<file path="config.mk">
export PLATFORM = sky130hd
export DESIGN_NAME = atfs_top
export DESIGN_NICKNAME = d
export VERILOG_FILES = /design/src/common/atfs_pkg.sv /design/src/hdl/atfs_sync.sv /design/src/hdl/atfs_top.sv
export VERILOG_INCLUDE_DIRS = /design/src /design/src/common
export SDC_FILE = /design/constraint.sdc
export NUM_CORES = 1
export LEC_CHECK = 0
export CAP_MARGIN = 20
export CORE_ASPECT_RATIO = 0.6
export CORE_MARGIN = 3
export CORE_UTILIZATION = 50
export CTS_BUF_LIST = sky130_fd_sc_hd__clkbuf_4 sky130_fd_sc_hd__clkbuf_8 sky130_fd_sc_hd__clkbuf_16
export CTS_CLUSTER_DIAMETER = 150
export DETAILED_ROUTE_END_ITERATION = 6
export DONT_BUFFER_PORTS = 1
export GPL_TIMING_DRIVEN = 0
export HOLD_SLACK_MARGIN = 0.05
export SYNTH_ARGS = -nofsm -noshare
export SYNTH_HDL_FRONTEND = slang
export SYNTH_SLANG_ARGS = --single-unit
</file>
<file path="constraint.sdc">
create_clock -name aclk -period 2.6 [get_ports aclk]
set_input_delay 0.26 -clock aclk [delete_from_list [all_inputs] [get_ports aclk]]
set_output_delay 0.26 -clock aclk [all_outputs]
set_load 0.05 [all_outputs]
</file>
<file path="src/common/atfs_map.svh">
/*
 * Register offsets, field positions, reset values and bus answers of the
 * axis terminal function select block.
 * Assumes inclusion by bare name from a module that uses these macros.
 */
`ifndef ATFS_MAP_SVH
`define ATFS_MAP_SVH

// ****************************************************************
// Register byte offsets
// ****************************************************************
`define ATFS_OFS_CONFIG     12'h000
`define ATFS_OFS_GPOUT      12'h004
`define ATFS_OFS_STATUS     12'h008

// ****************************************************************
// Field positions
// ****************************************************************
`define ATFS_SEL4_LSB       8
`define ATFS_SEL5_LSB       10
`define ATFS_SEL6_LSB       12
`define ATFS_SEL7_LSB       14
`define ATFS_POL0_BIT       16
`define ATFS_STAT_IN_LSB    0
`define ATFS_STAT_LVL_LSB   4
`define ATFS_STAT_OE_LSB    8

// ****************************************************************
// Writable masks and reset values
// ****************************************************************
`define ATFS_CONFIG_MASK    32'h0001_FF00
`define ATFS_GPOUT_MASK     32'h0000_000F
`define ATFS_CONFIG_RST     32'h0000_0000
`define ATFS_GPOUT_RST      32'h0000_0000

// ****************************************************************
// AXI responses
// ****************************************************************
`define ATFS_RESP_OKAY      2'h0
`define ATFS_RESP_SLVERR    2'h2

`endif

</file>
<file path="src/common/atfs_pkg.sv">
/*
 * Types of the axis terminal function select block.
 * Assumes nothing of its surroundings.
 */
package atfs_pkg;

  // Terminal function codes as held in each two-bit selector
  typedef enum logic [1:0] {
    ATFS_GP_IN    = 2'h0,
    ATFS_GP_OUT   = 2'h1,
    ATFS_HIT_LOW  = 2'h2,
    ATFS_HIT_HIGH = 2'h3
  } atfs_func_t;

  typedef logic [1:0] atfs_resp_t;

endpackage

</file>
<file path="src/hdl/atfs_sync.sv">
/*
 * Two-flip-flop synchroniser for a group of pin levels.
 * Assumes aclk, synchronous active-low reset and a clock enable.
 */
`timescale 1ns/1ps
`default_nettype none

module atfs_sync #(
  parameter int WIDTH = 4
) (
  input  wire logic             aclk,
  input  wire logic             aresetn,
  input  wire logic             aclk_en,
  input  wire logic [WIDTH-1:0] async_in,
  output var  logic [WIDTH-1:0] sync_out
);

  logic [WIDTH-1:0] meta_q;

  // First stage feeds only the second stage
  always_ff @(posedge aclk) begin
    if (!aresetn) begin
      // Released pin level, so no false slow-down request follows reset
      meta_q   <= '1;
      sync_out <= '1;
    end else if (aclk_en) begin
      meta_q   <= async_in;
      sync_out <= meta_q;
    end
  end

endmodule

`default_nettype wire

</file>
<file path="src/hdl/atfs_top.sv">
/*
 * Function select for multi-purpose axis terminals 4 to 7 and output
 * polarity of terminal 0, with an AXI4-Lite register slave.
 * Assumes compare hits and the terminal 0 sources come from logic on aclk;
 * terminal pin levels arrive asynchronously and are synchronised here.
 */
`timescale 1ns/1ps
`default_nettype none

`include "atfs_map.svh"

module atfs_top
  import atfs_pkg::*;
#(
  parameter int ADDR_W = 12
) (
  input  wire logic              aclk,
  input  wire logic              aresetn,
  input  wire logic              aclk_en,
  // AXI4-Lite slave
  input  wire logic [ADDR_W-1:0] s_axi_awaddr,
  input  wire logic              s_axi_awvalid,
  output var  logic              s_axi_awready,
  input  wire logic [31:0]       s_axi_wdata,
  input  wire logic [3:0]        s_axi_wstrb,
  input  wire logic              s_axi_wvalid,
  output var  logic              s_axi_wready,
  output var  logic [1:0]        s_axi_bresp,
  output var  logic              s_axi_bvalid,
  input  wire logic              s_axi_bready,
  input  wire logic [ADDR_W-1:0] s_axi_araddr,
  input  wire logic              s_axi_arvalid,
  output var  logic              s_axi_arready,
  output var  logic [31:0]       s_axi_rdata,
  output var  logic [1:0]        s_axi_rresp,
  output var  logic              s_axi_rvalid,
  input  wire logic              s_axi_rready,
  // Comparator condition-satisfied levels
  input  wire logic              compare2_hit,
  input  wire logic              compare3_hit,
  input  wire logic              compare4_hit,
  input  wire logic              compare5_hit,
  // Terminal 0 sources, active high
  input  wire logic              accelerating_indicator,
  input  wire logic              oneshot_pulse,
  input  wire logic              term0_oneshot_mode,
  output var  logic              multi_terminal_0_out,
  // Multi-purpose terminals
  input  wire logic              multi_terminal_4_in,
  output var  logic              multi_terminal_4_out,
  output var  logic              multi_terminal_4_oe,
  input  wire logic              multi_terminal_5_in,
  output var  logic              multi_terminal_5_out,
  output var  logic              multi_terminal_5_oe,
  input  wire logic              multi_terminal_6_in,
  output var  logic              multi_terminal_6_out,
  output var  logic              multi_terminal_6_oe,
  input  wire logic              multi_terminal_7_in,
  output var  logic              multi_terminal_7_out,
  output var  logic              multi_terminal_7_oe,
  // Slow-down request seen on terminal 4, active low
  output var  logic              slowdown_input_n
);

  // ****************************************************************
  // Function decoding
  // ****************************************************************
  localparam int SEL_LSB [4] = '{
    `ATFS_SEL4_LSB,
    `ATFS_SEL5_LSB,
    `ATFS_SEL6_LSB,
    `ATFS_SEL7_LSB
  };

  // Returns {output enable, level} for one terminal
  function automatic logic [1:0] atfs_drive(input atfs_func_t func,
                                            input logic gp_level,
                                            input logic hit);
    logic [1:0] res;
    res = 2'h0;
    unique case (func)
      ATFS_GP_IN:    res = 2'h0;
      ATFS_GP_OUT:   res = {1'b1, gp_level};
      ATFS_HIT_LOW:  res = {1'b1, ~hit};
      ATFS_HIT_HIGH: res = {1'b1, hit};
    endcase
    return res;
  endfunction

  // Byte-lane merge of a write into a register
  function automatic logic [31:0] atfs_merge(input logic [31:0] old,
                                             input logic [31:0] data,
                                             input logic [3:0]  strb,
                                             input logic [31:0] mask);
    logic [31:0] res;
    res = old;
    for (int b = 0; b < 4; b++) begin
      if (strb[b]) begin
        res[8*b +: 8] = data[8*b +: 8];
      end
    end
    return res & mask;
  endfunction

  // True when a byte address falls in the word of a register offset
  function automatic logic atfs_sel(input logic [ADDR_W-1:0] addr,
                                    input logic [11:0]       ofs);
    return {addr[ADDR_W-1:2], 2'h0} == ADDR_W'(ofs);
  endfunction

  // ****************************************************************
  // Registers and bus state
  // ****************************************************************
  logic [31:0]       config_q;
  logic [31:0]       gpout_q;
  logic [ADDR_W-1:0] waddr_q;
  logic [31:0]       wdata_q;
  logic [3:0]        wstrb_q;
  logic              have_aw_q;
  logic              have_w_q;
  logic [3:0]        term_out_q;
  logic [3:0]        term_oe_q;
  logic              term0_q;
  logic              slowdown_n_q;
  logic [3:0]        pin_sync;

  wire [3:0] pin_raw = {multi_terminal_7_in, multi_terminal_6_in,
                        multi_terminal_5_in, multi_terminal_4_in};
  wire [3:0] hits    = {compare5_hit, compare4_hit, compare3_hit, compare2_hit};

  atfs_sync #(
    .WIDTH (4)
  ) u_sync (
    .aclk     (aclk),
    .aresetn  (aresetn),
    .aclk_en  (aclk_en),
    .async_in (pin_raw),
    .sync_out (pin_sync)
  );

  // ****************************************************************
  // AXI4-Lite decode
  // ****************************************************************
  wire aw_hs  = s_axi_awvalid & s_axi_awready;
  wire w_hs   = s_axi_wvalid & s_axi_wready;
  wire b_hs   = s_axi_bvalid & s_axi_bready;
  wire ar_hs  = s_axi_arvalid & s_axi_arready;
  wire r_hs   = s_axi_rvalid & s_axi_rready;
  wire do_wr  = have_aw_q & have_w_q & ~s_axi_bvalid;

  wire wsel_config = atfs_sel(waddr_q, `ATFS_OFS_CONFIG);
  wire wsel_gpout  = atfs_sel(waddr_q, `ATFS_OFS_GPOUT);
  wire wsel_status = atfs_sel(waddr_q, `ATFS_OFS_STATUS);
  wire rsel_config = atfs_sel(s_axi_araddr, `ATFS_OFS_CONFIG);
  wire rsel_gpout  = atfs_sel(s_axi_araddr, `ATFS_OFS_GPOUT);
  wire rsel_status = atfs_sel(s_axi_araddr, `ATFS_OFS_STATUS);

  wire [31:0] status_word = {20'h0_0000, term_oe_q, term_out_q, pin_sync};

  wire [31:0] config_d = atfs_merge(config_q, wdata_q, wstrb_q, `ATFS_CONFIG_MASK);
  wire [31:0] gpout_d  = atfs_merge(gpout_q, wdata_q, wstrb_q, `ATFS_GPOUT_MASK);

  wire [31:0] rdata_d = rsel_config ? config_q :
                        rsel_gpout  ? gpout_q  :
                        rsel_status ? status_word : 32'h0000_0000;
  wire        rhit    = rsel_config | rsel_gpout | rsel_status;
  wire        whit    = wsel_config | wsel_gpout | wsel_status;

  // ****************************************************************
  // Write channel
  // ****************************************************************
  always_ff @(posedge aclk) begin
    if (!aresetn) begin
      s_axi_awready <= 1'b1;
      s_axi_wready  <= 1'b1;
      have_aw_q     <= 1'b0;
      have_w_q      <= 1'b0;
      waddr_q       <= '0;
      wdata_q       <= 32'h0000_0000;
      wstrb_q       <= 4'h0;
      s_axi_bvalid  <= 1'b0;
      s_axi_bresp   <= `ATFS_RESP_OKAY;
    end else if (aclk_en) begin
      if (aw_hs) begin
        waddr_q       <= s_axi_awaddr;
        have_aw_q     <= 1'b1;
        s_axi_awready <= 1'b0;
      end
      if (w_hs) begin
        wdata_q      <= s_axi_wdata;
        wstrb_q      <= s_axi_wstrb;
        have_w_q     <= 1'b1;
        s_axi_wready <= 1'b0;
      end
      if (do_wr) begin
        have_aw_q    <= 1'b0;
        have_w_q     <= 1'b0;
        s_axi_bvalid <= 1'b1;
        s_axi_bresp  <= whit ? `ATFS_RESP_OKAY : `ATFS_RESP_SLVERR;
      end
      if (b_hs) begin
        s_axi_bvalid  <= 1'b0;
        s_axi_awready <= 1'b1;
        s_axi_wready  <= 1'b1;
      end
    end
  end

  always_ff @(posedge aclk) begin
    if (!aresetn) begin
      config_q <= `ATFS_CONFIG_RST;
      gpout_q  <= `ATFS_GPOUT_RST;
    end else if (aclk_en && do_wr) begin
      if (wsel_config) begin
        config_q <= config_d;
      end
      if (wsel_gpout) begin
        gpout_q <= gpout_d;
      end
    end
  end

  // ****************************************************************
  // Read channel
  // ****************************************************************
  always_ff @(posedge aclk) begin
    if (!aresetn) begin
      s_axi_arready <= 1'b1;
      s_axi_rvalid  <= 1'b0;
      s_axi_rdata   <= 32'h0000_0000;
      s_axi_rresp   <= `ATFS_RESP_OKAY;
    end else if (aclk_en) begin
      if (ar_hs) begin
        s_axi_arready <= 1'b0;
        s_axi_rvalid  <= 1'b1;
        s_axi_rdata   <= rdata_d;
        s_axi_rresp   <= rhit ? `ATFS_RESP_OKAY : `ATFS_RESP_SLVERR;
      end
      if (r_hs) begin
        s_axi_rvalid  <= 1'b0;
        s_axi_arready <= 1'b1;
      end
    end
  end

  // ****************************************************************
  // Terminal drive
  // ****************************************************************
  for (genvar i = 0; i < 4; i++) begin : g_term
    wire [1:0] drive = atfs_drive(atfs_func_t'(config_q[SEL_LSB[i] +: 2]),
                                  gpout_q[i], hits[i]);
    always_ff @(posedge aclk) begin
      if (!aresetn) begin
        term_oe_q[i]  <= 1'b0;
        term_out_q[i] <= 1'b0;
      end else if (aclk_en) begin
        term_oe_q[i]  <= drive[1];
        term_out_q[i] <= drive[0];
      end
    end
  end

  wire term0_src = term0_oneshot_mode ? oneshot_pulse : accelerating_indicator;
  wire sel4_in   = (atfs_func_t'(config_q[`ATFS_SEL4_LSB +: 2]) == ATFS_GP_IN);

  always_ff @(posedge aclk) begin
    if (!aresetn) begin
      term0_q      <= 1'b1;
      slowdown_n_q <= 1'b1;
    end else if (aclk_en) begin
      term0_q      <= config_q[`ATFS_POL0_BIT] ? term0_src : ~term0_src;
      slowdown_n_q <= sel4_in ? pin_sync[0] : 1'b1;
    end
  end

  assign multi_terminal_0_out = term0_q;
  assign multi_terminal_4_out = term_out_q[0];
  assign multi_terminal_4_oe  = term_oe_q[0];
  assign multi_terminal_5_out = term_out_q[1];
  assign multi_terminal_5_oe  = term_oe_q[1];
  assign multi_terminal_6_out = term_out_q[2];
  assign multi_terminal_6_oe  = term_oe_q[2];
  assign multi_terminal_7_out = term_out_q[3];
  assign multi_terminal_7_oe  = term_oe_q[3];
  assign slowdown_input_n     = slowdown_n_q;

endmodule

`default_nettype wire

</file>
Word-level counts from Yosys, hierarchy flattened:

Index checks and enable logic that the tools add are counted.

* eq/ne operators: 16
* mux-type cells: 26
* bitwise gates (word level): 17
* reductions and logical operators: 26

Operator list (number)
* $pmux W2 S4: 4
* $mux W12: 2
* $eq A10 B1 Y1 const B: 2
* $eq A10 B2 Y1 const B: 2
* $logic_not A10 Y1: 2
* $reduce_and A2 Y1: 10
* $mux W1: 17
* $mux W17: 1
* $eq A2 B2 Y1 const B: 8
* $reduce_bool A2 Y1: 6
* $reduce_and A3 Y1: 3
* $eq A2 B1 Y1 const B: 4
* $logic_not A2 Y1: 4
* $and A1 B1 Y1: 7
* $not A1 Y1: 6
* $mux W2: 2
* $or A1 B1 Y1: 4
* $logic_and A1 B1 Y1: 1

* bits in registers: 106
* input bits: 79
* output and inout port bits: 51
* word-level logic and storage cells: 113

Longest topological paths before layout:

Gate-level depths: netlist (run 1).

* depth in word-level cells: 4
* depth in mapped cells: 6
* depth with buffers taken out: 3

Hierarchy:

From an unflattened synthesis (run 1), not the netlist that was laid out.

* cells, all modules: 407
* area total of the unflattened synthesis: 3583.4 µm²

Modules (own cells, without submodules)
* atfs_top: instances 1, cells an instance 381, area an instance 3298.2 µm², seq. area each 1501.4 µm²
* atfs_sync: instances 1, cells an instance 26, area an instance 285.3 µm², seq. area each 160.2 µm²

Worst setup path before layout (run 1):

OpenSTA, ideal clock, no wires.

* path kind: register to register
* start point: reg s_axi_bvalid
* end point: reg config_q[10]
* library setup time: 0.072 ns
* arrival: 1.721 ns
* required time: 2.528 ns
* path slack: 0.808 ns
* stages on the path, launching flop included: 4
* buffers on the path: 0
* clock period less this slack: 1.792 ns
* cell sequence: dfxtp_1 > nand4b_2 > nor4_4 > mux2i_1

* cells in the longest elaborated chain, start to end: 4

Ends and longest elaborated chain
* start, declared: line atfs_top.sv:29 `output var logic s_axi_bvalid,`
* start signal, assigned: line atfs_top.sv:181 `s_axi_bvalid <= 1'b0;`
* start signal, assigned: line atfs_top.sv:198 `s_axi_bvalid <= 1'b1;`
* start signal, assigned: line atfs_top.sv:202 `s_axi_bvalid <= 1'b0;`
* $not A1 Y1: line atfs_top.sv:149 `wire do_wr = have_aw_q & have_w_q & ~s_axi_bvalid;`
* $and A1 B1 Y1: line atfs_top.sv:149
* $logic_and A1 B1 Y1: line atfs_top.sv:213 `end else if (aclk_en && do_wr) begin`
* $reduce_and A3 Y1 (no source line)
* end signal, assigned: line atfs_top.sv:211 `` config_q <= `ATFS_CONFIG_RST; ``
* end signal, assigned: line atfs_top.sv:215 `config_q <= config_d;`
* end, declared: line atfs_top.sv:114 `logic [31:0] config_q;`

No other way between the ends.
A chain may end at the register's enable or synchronous reset.

Worst setup path in the final report (run 1):

* start point: reg s_axi_bvalid
* end point: reg config_q[14]

Same word-level chain as after synthesis.

==> results of run 1 <==
## cells by family after synthesis
group | Yosys count | share of synthesized area
simple gates | 176 | 0.243
compound gates | 73 | 0.142
buf+inv | 42 | 0.0619
xor+xnor | 1 | 0.00245
other cells | 1 | 0.00105
flops | 83 | 0.464
mux | 30 | 0.0853
## metrics by stage
stage	setup slack, ns	std cells	hold WS, ns	area (um2)	total power [uW]
3_5_place_dp	0.311	509	0.394	3750	1670
6_report	0.502	542	0.0547	4220	2950
2_1_floorplan	0.808	422	0.388	3640	1620
5_1_grt	0.374	542	0.0585	4220	3060
3_3_place_gp	0.357	509	0.393	3750	1660
4_1_cts	0.493	542	0.0506	4220	2970
## critical path: cells and delay by family (launching register included)
family           cells  cell delay [ns]
and+or+nand+nor      2             1.25
DFF                  1             0.51
muxes                1             0.27
## cell type report
cell class	instances	area share
Sequential cell	83	0.393
Clock buffer	11	0.0584
Clock inverter	5	0.0145
Tap cell	87	0.0258
Multi-Input combinational cell	297	0.415
Inverter	1	0.000889
Timing Repair Buffer	17	0.0403
Buffer	41	0.0515
## per-layer routing
metal | track usage | share of wire | routed length [um]
met1 | 0.324 | 0.49 | 4450
met4 | 0.0599 | 0.0032 | 29
met5 | 0 | 0 | 0
met2 | 0.335 | 0.43 | 3860
met3 | 0.0776 | 0.075 | 674
## power groups by stage
stage | sequential (uW) | clock (uW) | combinational [uW]
after detailed placement | 1410 | 0 | 251
after global placement | 1410 | 0 | 248
after CTS | 1390 | 1320 | 273
after floorplan | 1400 | 0 | 211
after global routing | 1390 | 1370 | 303
final | 1390 | 1290 | 274
## cell usage after synthesis, drive strengths merged
cell type	number
dfxtp	83
a22oi	4
nor2	13
a21boi	37
o211ai	1
nand2	105
or2	1
nand3b	1
nor3b	10
nor4	6
xnor2	1
nor2b	4
nand4b	1
mux2i	26
o21ai	16
or4	2
conb	1
buf	21
o21a	2
nand3	12
inv	1
clkbuf	20
mux2	4
a2111oi	1
nand4	12
and3	3
a21oi	3
o211a	1
and3b	4
or3b	2
o311a	1
a32oi	1
a211oi	4
a21o	2
## flip-flops by register name, summed over array words and instances (netlist names), 3 cells and up
register / cells
s_axi_rdata: 17
u_sync.sync_out: 4
u_sync.meta_q: 4
wdata_q: 13
waddr_q: 10
gpout_q: 4
wstrb_q: 3
config_q: 9
## how the worst max path moves through the flow
stage | startpoint | endpoint
3_5_place_dp | aclk_en | u_sync.sync_out[1]$_SDFFE_PN1P_
5_1_grt | s_axi_bvalid$_SDFFE_PN0P_ | config_q[12]$_SDFFE_PN0P_
3_3_place_gp | aclk_en | s_axi_arready$_SDFFE_PN1P_
2_1_floorplan | s_axi_bvalid$_SDFFE_PN0P_ | config_q[10]$_SDFFE_PN0P_
6_report | s_axi_bvalid$_SDFFE_PN0P_ | config_q[14]$_SDFFE_PN0P_
4_1_cts | s_axi_bvalid$_SDFFE_PN0P_ | config_q[14]$_SDFFE_PN0P_
## what timing repair did
item | in CTS | in global routing
buffers inserted | 0 | 0
hold endpoints to repair | 17 | 0
hold buffers | 17 | 0
gates resized for setup | 0 | 0
==> results.txt, run 1 <==
The final weighted congestion in routability-driven placement is 0.811. The share of layout cells above drive strength 1 came out at 0.0989. Of the post-synthesis cell area, the dominant cell type holds 0.464.

The number of remaining DRC errors came out at 0. The critical path data required time came out at 2.87 ns. The proportion of total power due to net switching is 0.256.

The starting DRC count in detailed routing is 202. The standby leakage power is 0.00158 uW. The number of H-tree levels is 3. The width of the die is 115 um. The number of warnings printed during yosys synthesis came out at 0. The detailed-route wire length is 9.02 mm. The utilization after layout is 0.622. The largest net degree at the start of global routing came out at 15. The starting density of the core came out at 0.527.

TritonCTS built the clock tree. By area the synthesized netlist is led by sky130_fd_sc_hd__dfxtp_1 (46%), sky130_fd_sc_hd__nand2_1 (11%), sky130_fd_sc_hd__mux2i_1 (7.3%). Measured along the y axis, the die boundary spans 71.5 um. The worst-margin pin slew is 0.757 ns. The number of top-level pins is 130. For hold timing, the worst endpoint is wdata_q[2]$_SDFFE_PN0P_. The die area is 8240 um2. Setup slack on the worst reg-to-reg path comes out at 0.50 ns. 0 antenna diodes ended up in the layout. The number of distinct library cells after synthesis is 37. The library cells used most frequently in the layout, excluding fill and tap cells, are sky130_fd_sc_hd__nand2_1 (105), sky130_fd_sc_hd__dfxtp_1 (83), sky130_fd_sc_hd__mux2i_1 (26). The largest individual stage delay along the critical path comes from the cell sky130_fd_sc_hd__nor4_4. The total of endpoints with negative setup slack in the final report came out at 0. The iteration count of the initial detailed-routing pass came out at 4. The worst path arrival time came out at 2.36 ns.

The number of stages on the worst hold path came out at 2. The total power density per cell area came out at 699 nW/um2. The floorplan has 23 rows. The register cell area after layout is 1660 um2. The half-perimeter wire length after detailed placement came out at 6.80 mm. The analysis attributes to net switching a power of 755 uW. The multi-input combinational cell area came out at 1750 um2. Of the total power, the clock network draws 0.437. The kind of critical path is reg -> reg. The delay of the slowest cell on the worst path is 0.78 ns. The layout net count is 529. After routing, the total negative slack on setup checks comes to 0 ns. From synthesis to final layout, the design area changed by 18.1%. Summed over all instances, the cell type with the most area after synthesis is sky130_fd_sc_hd__dfxtp_1.

The biggest fanout along the worst timing path came out at 8. The residual overflow from global routing is 0. The run finished with clean final reports. After synthesis, the mean cell area works out to 8.81 um2. The count of nets left with antenna violations once routing finished came out at 0. The clock slew seen by the registers of the worst setup and hold paths is 0.06 ns. The number of clock sinks came out at 83. The final-report hold violation count is 0. VDD sags by at most 433 uV. The share of the clock period used by the worst path came out at 0.807. The startpoint identified for the worst hold timing path is s_axi_wdata[2].

Based on the critical path, the design can be clocked at up to 477 MHz. Clock tree synthesis selected as its root buffer the cell sky130_fd_sc_hd__clkbuf_16. During placement, the flow inserted port buffers numbering 0.

In this run, CTS created clock tree buffers numbering 9. In this run the tightest slew margin relative to its limit is 0.492. The core box area is 6790 um2.

The buffer levels on the longest clock path is 2. The time the worst path needs with I/O delays and setup is 2.10 ns. After detailed routing, the number of vias per cell comes to 5.37. The leading cell type in the layout, fill and taps excluded is sky130_fd_sc_hd__nand2_1.

The cell area after synthesis is 3580 um2. The detailed-route via count is 2909. The worst min-delay path category is in -> reg. The worst setup path is captured at a flop. The number of inserted filler cells in the final layout is 606. For the worst flop-to-flop path, the logic depth is 3.

The critical path goes through nand4b_2 > nor4_4 > mux2i_1. The register bit total from synthesis is 83. Max-cap violations in this run came to 0. After detailed routing, the average wire length per cell comes to 16.6 um. The via count of the first global-routing pass came out at 2733. The number of pins with negative max-slew slack in the final report came out at 0.

The share of power burned in registers is 0.470. The later pin in the worst-skew pair is clocked with a latency of 0.34 ns. The proportion of synthesized chip area in sequential cells came out at 0.464.

The global-route wire length before repair is 14.4 mm. The final clock skew is 0.00712 ns. The overall global routing resource usage is 0.229.

The endpoint identified for the worst register-to-register timing path is config_q[14]$_SDFFE_PN0P_. In this run the critical register-to-register path is launched from s_axi_bvalid$_SDFFE_PN0P_. The total internal power came out at 2200 uW. The sort of element at the start of the critical path is a flop. In the synthesized netlist, the number of instances is 406. The fraction of power consumed by combinational cells came out at 0.093. The number of antenna violations at the first check in global routing is 0. Setup repair after global routing left no endpoint under its margin.
No activity file was read; power rests on OpenSTA's default activity.
==> inputs of run 2 (changes only) <==
ABC_AREA = 1   (was not set)
clock period = 2.09 ns   (was 2.6 ns; I/O delays follow)
==> results.txt, run 2 <==
The per-instance average area after synthesis is 7.50 um2 (-15%). The met3 usage in global routing is 0.0803 (+0.00270). The average detailed-routed wire length per instance came to 15.3 um (-8.3%). The total internal power came out at 2890 uW (+32%). The worst-case register-to-register setup slack was 0.28 ns (-0.22 ns). The number of flip-flops under the largest register name is 17 (unchanged).

The final-report hold violation count is 0 (unchanged). In the layout the commonest cells are sky130_fd_sc_hd__nand2_1 (107), sky130_fd_sc_hd__dfxtp_1 (83), sky130_fd_sc_hd__nand3_1 (48). The post-layout instance count excluding filler cells came to 607 (+12%). met1 is the most crowded layer. The root buffer selected by CTS is sky130_fd_sc_hd__clkbuf_16.

The register with the most flip-flops in the final layout is s_axi_rdata. The share of layout cells above drive strength 1 is 0.102 (+0.00302). The buffer levels on the longest clock path is 2 (unchanged). The width of the die came out at 114 um (-0.72%). The number of port buffers is 0 (unchanged). The post-CTS setup buffer count is 0 (unchanged). The largest registers in the layout are s_axi_rdata: 17 flops, wdata_q: 13 flops, waddr_q: 10 flops. The cell total after placement came out at 573 (+13%). The average via count per standard cell is 5.13 (-4.4%). The register bit total from synthesis came to 83 (unchanged). The number of buffers added by the clock tree synthesis step is 9 (unchanged).

The number of clock sinks is 83 (unchanged). The core box area is 6760 um2 (-0.42%). The cell type group with the largest total delay on the critical path is flip-flops. The detailed-route via count came to 3115 (+7.1%). The worst min-delay path category is in -> reg.

The final clock skew is 0.00528 ns (-0.00185 ns). The number of synthesized flops with an enable pin came to 0 (unchanged). The share of power burned in registers is 0.458 (-0.012). The total power density per cell area was 923 nW/um2 (+32%). The final critical-path setup slack is 0.284 ns (-0.218 ns).

For this design, the slowest cell found on the critical path is sky130_fd_sc_hd__dfxtp_1. TritonCTS built the clock tree. The achievable frequency is 554 MHz (+16%). The fraction of registers with async set or reset after synthesis is 0 (unchanged).

The signal on the critical path passes through nand3_2 > a21oi_2 > nand2_1 > a21oi_1. Of all cell types, the one taking the most synthesized area is sky130_fd_sc_hd__dfxtp_1. The number of pins with negative max-slew slack in the final report came out at 0 (unchanged). The number of warnings printed during yosys synthesis is 0 (unchanged). The number of inserted filler cells in the final layout came to 620 (+2.3%). Setup repair after global routing left no endpoint under its margin. The clock network power share came to 0.448 (+0.011). The max-capacitance violation count is 0 (unchanged).

The cell area after layout is 4210 um2 (-0.44%). The global-route wire length before repair is 15.0 mm (+4.2%). The worst path arrival time is 2.06 ns (-0.30 ns). The total of endpoints with negative setup slack in the final report is 0 (unchanged).

The biggest fanout along the worst timing path is 9 (+1). The cell area after synthesis is 3520 um2 (-1.5%). The starting DRC count in detailed routing came out at 176 (-13%). The met1 capacity usage during global routing is 0.341 (+0.0177).

The layout net count came out at 594 (+12%). The number of H-tree levels is 3 (unchanged). The proportion of total power due to net switching is 0.254 (-0.00189).

The met2 routing resource usage after global routing is 0.340 (+0.00585). The via count of the first global-routing pass is 2990 (+9.4%). Leaving out fill and tap cells, the most frequent cell in the layout is sky130_fd_sc_hd__nand2_1. The fraction of synthesized cell area taken by the top area cell type is 0.472 (+0.00709). The cell area after placement is 3690 um2 (-1.4%). The die area came to 8120 um2 (-1.4%). The gate count of the mapped netlist is 470 (+16%). The worst setup path is captured at a flop. The worst setup timing slack at the placement stage is 0.369 ns (+0.0582 ns). The proportion of synthesized chip area in sequential cells came to 0.472 (+0.00709). The kind of critical path is reg -> reg.

The number of top-level pins is 130 (unchanged). The number of remaining DRC errors came out at 0 (unchanged). The standby leakage power came out at 0.00185 uW (+17%). In the post-synthesis netlist, the cell with the most instances is sky130_fd_sc_hd__nand2_1.

The clock network latency to the later pin of the worst-skew pair came out at 0.33 ns (about the same). The clock slew seen by the registers of the worst setup and hold paths came out at 0.06 ns (about the same). The count of buffer and inverter cells on the critical path was 0 (unchanged). The share of the clock period used by the worst path came out at 0.864 (+0.0573). The most used flip-flop cell after synthesis is sky130_fd_sc_hd__dfxtp_1. The worst setup path is launched from a flop. The residual overflow from global routing came to 0 (unchanged). The number of nets with antenna violations after detailed routing came out at 0 (unchanged). The overall global routing resource usage is 0.238 (+0.00953). The number of standard-cell rows in the floorplan is 23 (unchanged). The iteration count of the initial detailed-routing pass is 4 (unchanged). The starting density of the core is 0.521 (-0.00571).

The critical path data required time came out at 2.34 ns (-0.53 ns). The time the worst path needs with I/O delays and setup is 1.81 ns (-0.292 ns). By area the synthesized netlist is led by sky130_fd_sc_hd__dfxtp_1 (47%), sky130_fd_sc_hd__nand2_1 (11%), sky130_fd_sc_hd__nand3_1 (6.8%). The area growth from synthesis to layout is 19.4%.

The number of distinct library cells after synthesis is 32 (-14%). The net switching power is 985 uW (+30%). The fraction of power consumed by combinational cells came out at 0.094 (about the same). The antenna diode count came out at 0 (unchanged). The final weighted congestion in routability-driven placement is 0.797 (-1.8%).

The detailed-route wire length came out at 9.26 mm (+2.7%). The flow ran to the end, and the final reports show no timing, DRC or antenna violations. The largest net degree at the start of global routing came out at 14 (-1). The remaining max-slew budget at the tightest pin was 0.545 (+0.0531). The worst-margin pin slew came out at 0.682 ns (-0.0749 ns). The maximum VDD drop came out at 648 uV (+50%). The half-perimeter wire length after detailed placement came out at 6.97 mm (+2.5%). Sorting the synthesized cells by how often they occur yields sky130_fd_sc_hd__nand2_1 (107), sky130_fd_sc_hd__dfxtp_1 (83), sky130_fd_sc_hd__nand3_1 (48). The sum of negative setup slack came out at 0 ns (unchanged). The number of antenna violations at the first check in global routing came out at 0 (unchanged). The die span in y came to 71.0 um (-0.69%). The delay of the slowest cell on the worst path is 0.69 ns (-0.09 ns).
-- run 2: cell count changes after synthesis, sizes merged, moves of 26 or more --
cell / previous run / this run
a21oi: 3 / 47
inv: 1 / 42
nand3: 12 / 50
a21boi: 37 / 0
nor2: 13 / 46
mux2i: 26 / 0
-- run 2: power by group through the flow --
stage | Combinational [uW] | Sequential (uW) | Clock (uW)
4_1_cts | 363 | 1780 | 1760
6_report | 365 | 1780 | 1740
5_1_grt | 406 | 1790 | 1820
2_1_floorplan | 276 | 1800 | 0
3_3_place_gp | 328 | 1810 | 0
3_5_place_dp | 334 | 1810 | 0
-- run 2: timing repair --
item	CTS	global route
hold endpoints to repair	18	0
resized for setup	0	0
hold buffers	18	0
-- run 2: tightest hold or removal path, stage by stage --
cell and delay [ns]:
sky130_fd_sc_hd__nand2_1 0.05, sky130_fd_sc_hd__nand2_1 0.06, sky130_fd_sc_hd__nand2_1 0.04
-- run 2: through the flow --
step	utilization	hold WS [ns]	total power, uW
floorplan	-	0.335	2070
global placement	0.546	0.338	2140
detailed placement	0.546	0.342	2150
CTS	0.622	0.0542	3900
global route	0.622	0.0910	4020
finish	0.622	0.0666	3880
-- run 2: area by class of cell --
type                    count  area (um2)  area share
flip-flops and latches     83        1660       0.395
multi-input cells         320        1520       0.361
clock buffers              12         260      0.0619
plain buffers              41         245      0.0583
repair buffers             18         180      0.0428
inverters                  42         158      0.0375
well taps                  87         109      0.0259
clock inverters             4        72.6      0.0173
-- run 2: worst paths after layout --
kind,from,to,cells after the start
max reg2reg,s_axi_arready$_SDFFE_PN1P_,s_axi_rdata[0]$_SDFFE_PN0P_,4
max,s_axi_arready$_SDFFE_PN1P_,s_axi_rdata[0]$_SDFFE_PN0P_,4
min reg2reg,waddr_q[8]$_SDFFE_PN0P_,waddr_q[8]$_SDFFE_PN0P_,2
min,s_axi_wvalid,s_axi_wready$_SDFFE_PN1P_,3
-- run 2: cells by family after synthesis --
family / after synthesis / share of synthesized area
AND/OR/NAND/NOR: 209 / 0.262
AO/OA/AOI/OAI: 91 / 0.143
flip-flops: 83 / 0.472
buffers and inverters: 83 / 0.114
XOR/XNOR: 3 / 0.00746
other: 1 / 0.00106
-- run 2: per-layer routing --
layer  vias up  part of all wire
met1      1411              0.49
met4         0             0.011
li1       1587                 -
met2       108              0.41
met5         -                 0
met3         9             0.089
